[config.mk]
export PLATFORM = sky130hd
export DESIGN_NAME = esfc_top
export DESIGN_NICKNAME = d
export VERILOG_FILES = /design/src/hw/esfc_pkg.sv /design/src/hw/esfc_top.sv
export VERILOG_INCLUDE_DIRS = /design/src /design/src/hw
export SDC_FILE = /design/constraint.sdc
export NUM_CORES = 1
export LEC_CHECK = 0
export BUFFER_PORTS_ARGS = -buffer_cell sky130_fd_sc_hd__buf_2
export CAP_MARGIN = 20
export CORE_ASPECT_RATIO = 1.2
export CORE_MARGIN = 5
export CORE_UTILIZATION = 47
export CTS_BUF_LIST = sky130_fd_sc_hd__clkbuf_16
export CTS_CLUSTER_DIAMETER = 100
export DETAILED_ROUTE_END_ITERATION = 7
export PLACE_DENSITY = 0.75
export SLEW_MARGIN = 25
export SYNTH_ARGS = -nofsm -noshare
export SYNTH_HDL_FRONTEND = slang
export SYNTH_SLANG_ARGS = --single-unit
[constraint.sdc]
create_clock -name mclk -period 2.05 [get_ports mclk]
set_input_delay 0.1025 -clock mclk [delete_from_list [all_inputs] [get_ports mclk]]
set_output_delay 0.1025 -clock mclk [all_outputs]
set_load 0.005 [all_outputs]
[src/hw/esfc_defs.svh]
// Purpose: Offsets, field positions, reset values and timing values in ns for the sensor front end
// Assumes: APB with 32-bit data, one aligned word per register
// Notes: Definitions only
`ifndef ESFC_DEFS_SVH
`define ESFC_DEFS_SVH
`define ESFC_OFF_PARAM 12'h000
`define ESFC_OFF_CAL 12'h004
`define ESFC_OFF_CTRL 12'h008
`define ESFC_OFF_STATUS 12'h00C
`define ESFC_RANG_LSB 0
`define ESFC_SETI_LSB 5
`define ESFC_T1_LSB 10
`define ESFC_T2_BIT 12
`define ESFC_PRESET_BIT 13
`define ESFC_LSEL_LSB 14
`define ESFC_PARAM_RST 32'h00000000
`define ESFC_CAL_SW_BIT 0
`define ESFC_CAL_STBY_BIT 1
`define ESFC_CAL_RST 32'h00000000
`define ESFC_CTRL_START_BIT 0
`define ESFC_CTRL_SRC_LSB 1
`define ESFC_CONV_NS 2000
`define ESFC_CLK_NS 10
`define ESFC_AC_HALF_NS 100
`endif

[src/hw/esfc_pkg.sv]
// Purpose: Types for the external sensor front end control
// Assumes: Constants live in esfc_defs.svh
// Notes: Types only
package esfc_pkg;
  typedef enum logic [1:0] {
    ESFC_T1_LINEAR = 2'h0,
    ESFC_T1_FOLLOW = 2'h1,
    ESFC_T1_RSVD = 2'h2,
    ESFC_T1_AC = 2'h3
  } esfc_t1_e;
  typedef struct packed {
    logic [1:0] limit_sensor_select;
    logic use_preset;
    logic sensor_two_type;
    logic [1:0] sensor_one_type;
    logic [4:0] seti;
    logic [4:0] rang;
  } esfc_param_s;
  typedef struct packed {
    logic [4:0] current_tap;
    logic [4:0] ladder_tap;
    logic [1:0] mux_sel;
    logic vref_en;
    logic follower;
    logic autorange;
  } esfc_afe_s;
  typedef enum {ESFC_IDLE, ESFC_CONV} esfc_st_e;
endpackage

[src/hw/esfc_top.sv]
// Purpose: Control logic for the external sensor front end: type decode, range, excitation pin
// Assumes: ADC and autorange analog outside; conversion time fixed by a counter
// Notes: Registers on APB; an idle start request runs two conversions for a bridge, else one if it names input one or two
//
// The implementer's own choices: the address map and the APB interface to the registers.
`timescale 1ns/1ps
`include "esfc_defs.svh"

// Contract
// - Two-bit type one selects resistive, follower, AC
// - One-bit type two selects conductive or follower
// - Preset flag disables autorange, applies stored ranges
// - Five-bit range two picks ladder tap
// - Five-bit range one picks current source
// - Limit selector picks nth enabled logging sensor
// - Type 11 drives AC on excitation
// - Type 00, switch on, awake: battery during conversion
// - Type 00, switch off or standby: high impedance
// - Bridge converts input one then input two
// - AC mode samples input one, drives reference
// - AC square wave centred on reference, same amplitude
// - Types and selector written by setup command
module esfc_top (
  input wire logic mclk,
  input wire logic srst,
  input wire logic psel,
  input wire logic penable,
  input wire logic pwrite,
  input wire logic [11:0] paddr,
  input wire logic [31:0] pwdata,
  input wire logic [3:0] pstrb,
  output logic [31:0] prdata,
  output logic pready,
  output logic pslverr,
  input wire logic [3:0] log_sensor_enable,
  output esfc_pkg::esfc_afe_s afe_ctrl,
  output logic [1:0] limit_index,
  output logic limit_valid,
  output logic excitation_out_o,
  output logic excitation_out_oe,
  output logic exc_ac_mode,
  output logic conv_busy,
  output logic conv_done
);
  import esfc_pkg::*;

  localparam int CONV_CYC_I = (`ESFC_CONV_NS + `ESFC_CLK_NS - 1) / `ESFC_CLK_NS;
  localparam logic [15:0] CONV_CYC = CONV_CYC_I[15:0];
  localparam int AC_HALF_I = `ESFC_AC_HALF_NS / `ESFC_CLK_NS;
  localparam logic [15:0] AC_HALF = AC_HALF_I[15:0];

  esfc_param_s param_q;
  logic sw_en_q;
  logic standby_q;
  esfc_st_e st_q;
  logic [15:0] cnt_q;
  logic second_q;
  logic [1:0] src_q;
  logic [15:0] ac_cnt_q;
  logic ac_phase_q;
  esfc_afe_s afe_q;
  logic exc_o_q;
  logic exc_oe_q;
  logic exc_ac_q;
  logic done_q;
  logic [31:0] prdata_q;
  logic wr_acc;
  logic rd_acc;
  logic start_req;
  logic bridge;
  logic [1:0] first_src;
  logic conv_end;
  logic [1:0] sel_pos;
  logic sel_found;
  logic [1:0] sel_idx;
  logic launch;
  logic next_pt;

  // APB answers in its access cycle, no wait states
  assign pready = 1'b1;
  assign pslverr = 1'b0;
  assign wr_acc = psel && penable && pwrite;
  assign rd_acc = psel && !penable && !pwrite;
  assign start_req = wr_acc && (paddr == `ESFC_OFF_CTRL) && pstrb[0]
    && pwdata[`ESFC_CTRL_START_BIT];

  // Setup parameter word; taken between conversions so the front end never glitches
  always_ff @(posedge mclk) begin
    if (srst) begin
      param_q <= esfc_param_s'(`ESFC_PARAM_RST);
    end else if (wr_acc && paddr == `ESFC_OFF_PARAM && st_q == ESFC_IDLE) begin
      param_q <= esfc_param_s'(pwdata[15:0]);
    end
  end

  // Calibration bits: supply switch and standby
  always_ff @(posedge mclk) begin
    if (srst) begin
      sw_en_q <= 1'b0;
      standby_q <= 1'b0;
    end else if (wr_acc && paddr == `ESFC_OFF_CAL && pstrb[0]) begin
      sw_en_q <= pwdata[`ESFC_CAL_SW_BIT];
      standby_q <= pwdata[`ESFC_CAL_STBY_BIT];
    end
  end

  // Bridge wiring is told by the types; host keeps it consistent
  assign bridge = (param_q.sensor_one_type == ESFC_T1_FOLLOW) && param_q.sensor_two_type;
  assign first_src = bridge ? 2'h1 : pwdata[`ESFC_CTRL_SRC_LSB +: 2];
  assign conv_end = (st_q == ESFC_CONV) && (cnt_q == CONV_CYC - 16'h0001);
  // Outside a bridge, a start that names no input launches nothing, so it must not touch the front end
  assign launch = (st_q == ESFC_IDLE) && start_req && (first_src == 2'h1 || first_src == 2'h2);
  assign next_pt = conv_end && bridge && !second_q;

  // Conversion sequencer; src 1 is input one, 2 is input two
  always_ff @(posedge mclk) begin
    if (srst) begin
      st_q <= ESFC_IDLE;
      cnt_q <= 16'h0000;
      second_q <= 1'b0;
      src_q <= 2'h0;
      done_q <= 1'b0;
    end else begin
      done_q <= 1'b0;
      case (st_q)
        ESFC_IDLE: begin
          if (start_req && (first_src == 2'h1 || first_src == 2'h2)) begin
            st_q <= ESFC_CONV;
            cnt_q <= 16'h0000;
            src_q <= first_src;
            second_q <= 1'b0;
          end
        end
        ESFC_CONV: begin
          cnt_q <= cnt_q + 16'h0001;
          if (conv_end) begin
            cnt_q <= 16'h0000;
            if (bridge && !second_q) begin
              src_q <= 2'h2;
              second_q <= 1'b1;
            end else begin
              st_q <= ESFC_IDLE;
              done_q <= 1'b1;
            end
          end
        end
        default: st_q <= ESFC_IDLE;
      endcase
    end
  end

  // Front-end settings latched at each conversion start only; a lone conversion keeps
  // its settings past the end, so software reads back what the result was taken with
  always_ff @(posedge mclk) begin
    if (srst) begin
      afe_q <= '0;
    end else if (launch || next_pt) begin
      afe_q.current_tap <= param_q.seti;
      afe_q.ladder_tap <= param_q.rang;
      afe_q.autorange <= !param_q.use_preset;
      afe_q.vref_en <= (param_q.sensor_one_type == ESFC_T1_AC);
      if (param_q.sensor_one_type == ESFC_T1_AC) begin
        afe_q.mux_sel <= 2'h1;
        afe_q.follower <= 1'b0;
      end else if (next_pt || first_src == 2'h2) begin
        afe_q.mux_sel <= 2'h2;
        afe_q.follower <= param_q.sensor_two_type;
      end else begin
        afe_q.mux_sel <= 2'h1;
        afe_q.follower <= (param_q.sensor_one_type == ESFC_T1_FOLLOW);
      end
    end
  end

  // AC square wave timer; runs only while converting
  always_ff @(posedge mclk) begin
    if (srst || st_q != ESFC_CONV) begin
      ac_cnt_q <= 16'h0000;
      ac_phase_q <= 1'b0;
    end else if (ac_cnt_q == AC_HALF - 16'h0001) begin
      ac_cnt_q <= 16'h0000;
      ac_phase_q <= !ac_phase_q;
    end else begin
      ac_cnt_q <= ac_cnt_q + 16'h0001;
    end
  end

  // Excitation pin: levels around reference are done by the pad; here polarity and drive
  always_ff @(posedge mclk) begin
    if (srst) begin
      exc_o_q <= 1'b0;
      exc_oe_q <= 1'b0;
      exc_ac_q <= 1'b0;
    end else if (st_q == ESFC_CONV && param_q.sensor_one_type == ESFC_T1_AC) begin
      exc_oe_q <= 1'b1;
      exc_ac_q <= 1'b1;
      exc_o_q <= ac_phase_q;
    end else if (st_q == ESFC_CONV && param_q.sensor_one_type != ESFC_T1_RSVD
        && sw_en_q && !standby_q) begin
      exc_oe_q <= 1'b1;
      exc_ac_q <= 1'b0;
      exc_o_q <= 1'b1;
    end else begin
      exc_oe_q <= 1'b0;
      exc_ac_q <= 1'b0;
      exc_o_q <= 1'b0;
    end
  end

  // Limit check picks the nth set bit of the logging enables
  always_comb begin
    sel_pos = 2'h0;
    sel_found = 1'b0;
    sel_idx = 2'h0;
    for (int i = 0; i < 4; i++) begin
      if (!sel_found && log_sensor_enable[i]) begin
        if (sel_pos == param_q.limit_sensor_select) begin
          sel_found = 1'b1;
          sel_idx = i[1:0];
        end else begin
          sel_pos = sel_pos + 2'h1;
        end
      end
    end
  end

  logic [1:0] lim_idx_c;

  // Same search, index form, unrolled by a generate over entries
  logic [3:0] hit;
  genvar g;
  generate
    for (g = 0; g < 4; g++) begin : g_lim
      logic [2:0] below;
      always_comb begin
        below = 3'h0;
        for (int k = 0; k < g; k++) begin
          below = below + {2'h0, log_sensor_enable[k]};
        end
      end
      assign hit[g] = log_sensor_enable[g]
        && (below == {1'b0, param_q.limit_sensor_select});
    end
  endgenerate

  always_comb begin
    lim_idx_c = 2'h0;
    for (int j = 0; j < 4; j++) begin
      if (hit[j]) begin
        lim_idx_c = j[1:0];
      end
    end
  end

  // Registered limit index
  always_ff @(posedge mclk) begin
    if (srst) begin
      limit_index <= 2'h0;
      limit_valid <= 1'b0;
    end else begin
      limit_index <= lim_idx_c;
      limit_valid <= |hit;
    end
  end

  // Read data captured in setup so it stands through the access cycle
  always_ff @(posedge mclk) begin
    if (srst) begin
      prdata_q <= 32'h00000000;
    end else if (rd_acc) begin
      case (paddr)
        `ESFC_OFF_PARAM: prdata_q <= {16'h0000, param_q};
        `ESFC_OFF_CAL: prdata_q <= {30'h00000000, standby_q, sw_en_q};
        `ESFC_OFF_STATUS: prdata_q <= {26'h0000000, exc_ac_q, exc_oe_q, src_q, second_q,
          (st_q == ESFC_CONV)};
        default: prdata_q <= 32'h00000000;
      endcase
    end
  end

  assign prdata = prdata_q;
  assign afe_ctrl = afe_q;
  assign excitation_out_o = exc_o_q;
  assign excitation_out_oe = exc_oe_q;
  assign exc_ac_mode = exc_ac_q;
  assign conv_busy = (st_q == ESFC_CONV);
  assign conv_done = done_q;

  // Pin drive is registered off the state, so idle releases it one cycle later
  a_exc_idle: assert property (@(posedge mclk) disable iff (srst)
    (st_q == ESFC_IDLE) |=> !exc_oe_q)
    else $error("excitation driven while idle");
  // Battery only while converting, switch on and awake
  a_bat: assert property (@(posedge mclk) disable iff (srst)
    (st_q == ESFC_CONV && param_q.sensor_one_type == ESFC_T1_LINEAR && sw_en_q && !standby_q)
    |=> exc_oe_q && exc_o_q) else $error("battery not connected");
  // Switch off or standby keeps the resistive case floating
  a_hiz: assert property (@(posedge mclk) disable iff (srst)
    (param_q.sensor_one_type == ESFC_T1_LINEAR && (!sw_en_q || standby_q)) |=> !exc_oe_q)
    else $error("excitation not high impedance");
  // AC drive ignores the switch and standby bits
  a_ac: assert property (@(posedge mclk) disable iff (srst)
    (st_q == ESFC_CONV && param_q.sensor_one_type == ESFC_T1_AC) |=> exc_oe_q && exc_ac_q)
    else $error("AC excitation missing");
  // Within a conversion the front end may only move at the point between two bridge conversions
  a_stable: assert property (@(posedge mclk) disable iff (srst)
    (st_q == ESFC_CONV && !conv_end) |=> $stable(afe_q))
    else $error("front end changed mid conversion");
  // Bridge runs a second conversion on input two
  a_bridge: assert property (@(posedge mclk) disable iff (srst)
    (conv_end && bridge && !second_q) |=> src_q == 2'h2 && st_q == ESFC_CONV)
    else $error("bridge second conversion missing");
  // Second bridge point really senses input two unless the AC case forces input one
  a_second_mux: assert property (@(posedge mclk) disable iff (srst)
    (conv_busy && second_q && !afe_q.vref_en) |-> afe_q.mux_sel == 2'h2)
    else $error("second conversion not on input two");
  // Preset turns autorange off for the conversion that follows
  a_preset: assert property (@(posedge mclk) disable iff (srst)
    (launch && param_q.use_preset) |=> !afe_q.autorange)
    else $error("autorange left on with preset");
  // Start edge, 200 counted cycles, then the registered done pulse
  a_done: assert property (@(posedge mclk) disable iff (srst)
    (launch && !bridge) |-> ##201 conv_done)
    else $error("single conversion length wrong");
  // Done is a single-cycle pulse
  a_done_once: assert property (@(posedge mclk) disable iff (srst)
    conv_done |=> !conv_done)
    else $error("done held longer than one cycle");
  // AC mode always senses input one and enables the reference
  a_ac_src: assert property (@(posedge mclk) disable iff (srst)
    afe_q.vref_en |-> afe_q.mux_sel == 2'h1)
    else $error("AC mode not on input one");
  // Two independent searches for the nth enabled sensor must agree
  a_lim_valid: assert property (@(posedge mclk) disable iff (srst)
    1'b1 |=> limit_valid == $past(sel_found))
    else $error("limit valid disagrees with search");
  a_lim_idx: assert property (@(posedge mclk) disable iff (srst)
    sel_found |=> limit_index == $past(sel_idx))
    else $error("limit index disagrees with search");
endmodule // esfc_top

==> reports/results.ini <==
[detailed_routing]
drc_errors=0
wl_per_cell_um=15.0
ant_nets=0
drtIter0Drc=110
totalWireLength_mm=10.2
post_drt_via_cell_ratio=5.24
first_pass_iters=4
dr_total_vias=3560

[critical_path]
cp_max_fo=7
crit_required_ns=2.33
criticalPathCategory=reg -> reg
r2r_slack_ns=-0.22
cp.arrival_ns=2.54
end_kind=flip-flop
start_kind=flip-flop

[synth]
ys_ff_latch=93
yosysWarnings=0
synth_area_mm2=0.00423
avgSynthCellArea_um2=9.24
synth_edf_count=0
syn_inst=458
ys_async_sr_fraction=0
yosys_most_used_dff=dfxtp_1
synth.distinct_cells=51
ys_seq_area_frac=0.440

[pwr]
ir_worst_vdd_mv=0.495
finalPower_mw=3.65
p_leak_nw=2.10
p_per_area_mw_per_mm2=695

[layout]
diodes=0
syn_to_final_growth_pct=24.2
multi_input_area_mm2=0.00225
finalNetCount=620
layout-drive-gt1-share=0.277
register_area_mm2=0.00186
final_area_mm2=0.00525
final_util=0.588
nFillCells=800

[placement]
io_buffer_count=76
place.gp.congestion=0.890
placed_cell_area_mm2=0.00478
place_ws_ns=-0.189
hpwl_mm=7.36

[die]
initial_core_util=0.473
design.die.area_mm2=0.0110
ios=114
die_y_um=114
core_area_mm2=0.00894
rows=38
die_x_um=96.6

[cts]
cts_buffers=9
clock_latency_ns=0.34
cts_root_buffer=clkbuf_16
cts_buffer_depth=2
clk_pin_slew_ns=0.07
cts.sink_count=93
cts_max_level=3
cts_tree=built

[timing]
fin_setup_tns_ns=-4.60
slew_viol_final=0
worst_slack_ns=-0.217
period_needed_ns=2.27
rsz0062_at_grt=yes
skew_ns=0.00844
slew_headroom=0.666
tightest_slew_ns=0.497
max_freq_mhz=441
finalHoldViolCount=0
fin_crit_sh=1.11
finalSetupViolations=35

[run_status]
status=finished, violations left
violations=setup timing

[grt]
grt_usage=0.182
grt_start_max_net_pins=45
antenna_found_initial=0
grt_pass1_vias=3430
overflow=0
grt_pass1_wl_mm=16.5

[worst_hold_path]
hold_class=in -> reg

[job]
drv_cap=0

worst max-delay path: stages, from the launching register on:
cell and delay [ns]:
dfxtp_2 0.32, nand3b_1 0.17, and2_4 0.17, ha_4 0.26, and4bb_1 0.20, buf_4 0.14, and4_4 0.15, a211oi_4 0.33
buf_6 0.18, o21ba_4 0.16, a21oi_2 0.13
layer usage:
metal / wire (um) / global-route usage / vias to the layer above / part of all wire
met5: 0 / 0 / - / 0
met4: 329 / 0.101 / 0 / 0.032
met3: 532 / 0.0434 / 24 / 0.052
met2: 5060 / 0.302 / 97 / 0.49
met1: 4300 / 0.217 / 1680 / 0.42
li1: - / - / 1759 / -
report_power, final:
part	leakage (nW)	total (mW)	internal [mW]	switching [mW]
Sequential	0.750	1.81	1.81	0.000844
Combinational	1.21	0.178	0.0754	0.103
Clock	0.148	1.66	0.951	0.708
path summary, 6_finish.rpt:
check                                 start           to  cells after the start
worst max-delay path            param_q[11]    cnt_q[10]                     10
worst min-delay path             pwdata[14]  param_q[14]                      3
worst max register to register  param_q[11]    cnt_q[10]                     10
worst min register to register    prdata[9]    prdata[9]                      1
state kept, by name (all words and copies together) (netlist names), 2 cells and up:
signal       flops
src_q            2
ac_cnt_q        16
cnt_q           16
prdata          16
limit_index      2
afe_ctrl        15
param_q         16
per-stage QoR:
stage | std cells | hold WS [ns]
after floorplan | 474 | 0.250
after global placement | 656 | 0.341
after detailed placement | 656 | 0.350
after CTS | 674 | 0.00445
after global routing | 680 | 0.0249
final | 680 | 0.0121
layout by cell type (no fill, tap or decap), types with 3 or more instances in the layout:
cell type / instances
a21oi_1: 7
a21oi_2: 5
a22o_1: 14
a22oi_1: 6
a31oi_1: 3
and2_1: 4
and3_1: 8
buf_2: 76
buf_4: 26
buf_6: 3
clkbuf_16: 9
conb_1: 18
dfxtp_1: 92
ha_1: 6
inv_1: 9
inv_6: 3
mux2i_1: 36
nand2_1: 26
nand2_2: 4
nand3_1: 16
nand4_1: 9
nor2_1: 73
nor3_1: 11
nor4_1: 5
o21ai_0: 5
o21ai_1: 7
o21ai_2: 3
xnor2_1: 11
xor2_1: 12
kinds of logic (layout without fill, tap and decap cells):
family | after synthesis | count (layout) | share of synthesized area
simple gates | 187 | 187 | 0.225
flops | 93 | 93 | 0.440
compound gates | 62 | 62 | 0.106
buf+inv | 46 | 132 | 0.0662
mux | 37 | 37 | 0.0875
xor+xnor | 23 | 23 | 0.0476
fa+ha+maj | 8 | 8 | 0.0254
other cells | 2 | 18 | 0.00177
area by class of cell:
cell class	instances	share of cell area
Clock buffer	9	0.0429
Clock inverter	7	0.0138
Inverter	8	0.00572
Multi-Input combinational cell	335	0.429
Sequential cell	93	0.355
Tap cell	120	0.0286
Timing Repair Buffer	108	0.126
cell usage after synthesis (5+ instances only):
library cell   n  area (um^2)
xor2_1        12          105
xnor2_1       11         96.3
nor4_1         5         31.3
ha_1           7         87.6
nor2_1        74          278
clkbuf_1      11         41.3
nand2_1       30          113
buf_4         19          143
nand3_1       16         80.1
mux2i_1       37          370
inv_1          8         30.0
o21ai_0       15         75.1
and2_1         5         31.3
a22o_1        14          123
nand4_1        9         56.3
nor3_1        13         65.1
and3_1         8         50.1
a22oi_1        6         45.0
a21oi_1       12         60.1
dfxtp_1       93         1860
repair_timing:
item                                   in CTS  in global routing
resized for setup                          11                 28
pin swaps                                   5                 13
endpoints found under the hold margin       1                  0
buffers inserted                            3                  5
gates cloned                                0                  1
hold buffers                                1                  0
setup endpoints to repair                  21                 35
No activity file was read; power rests on OpenSTA's default activity.
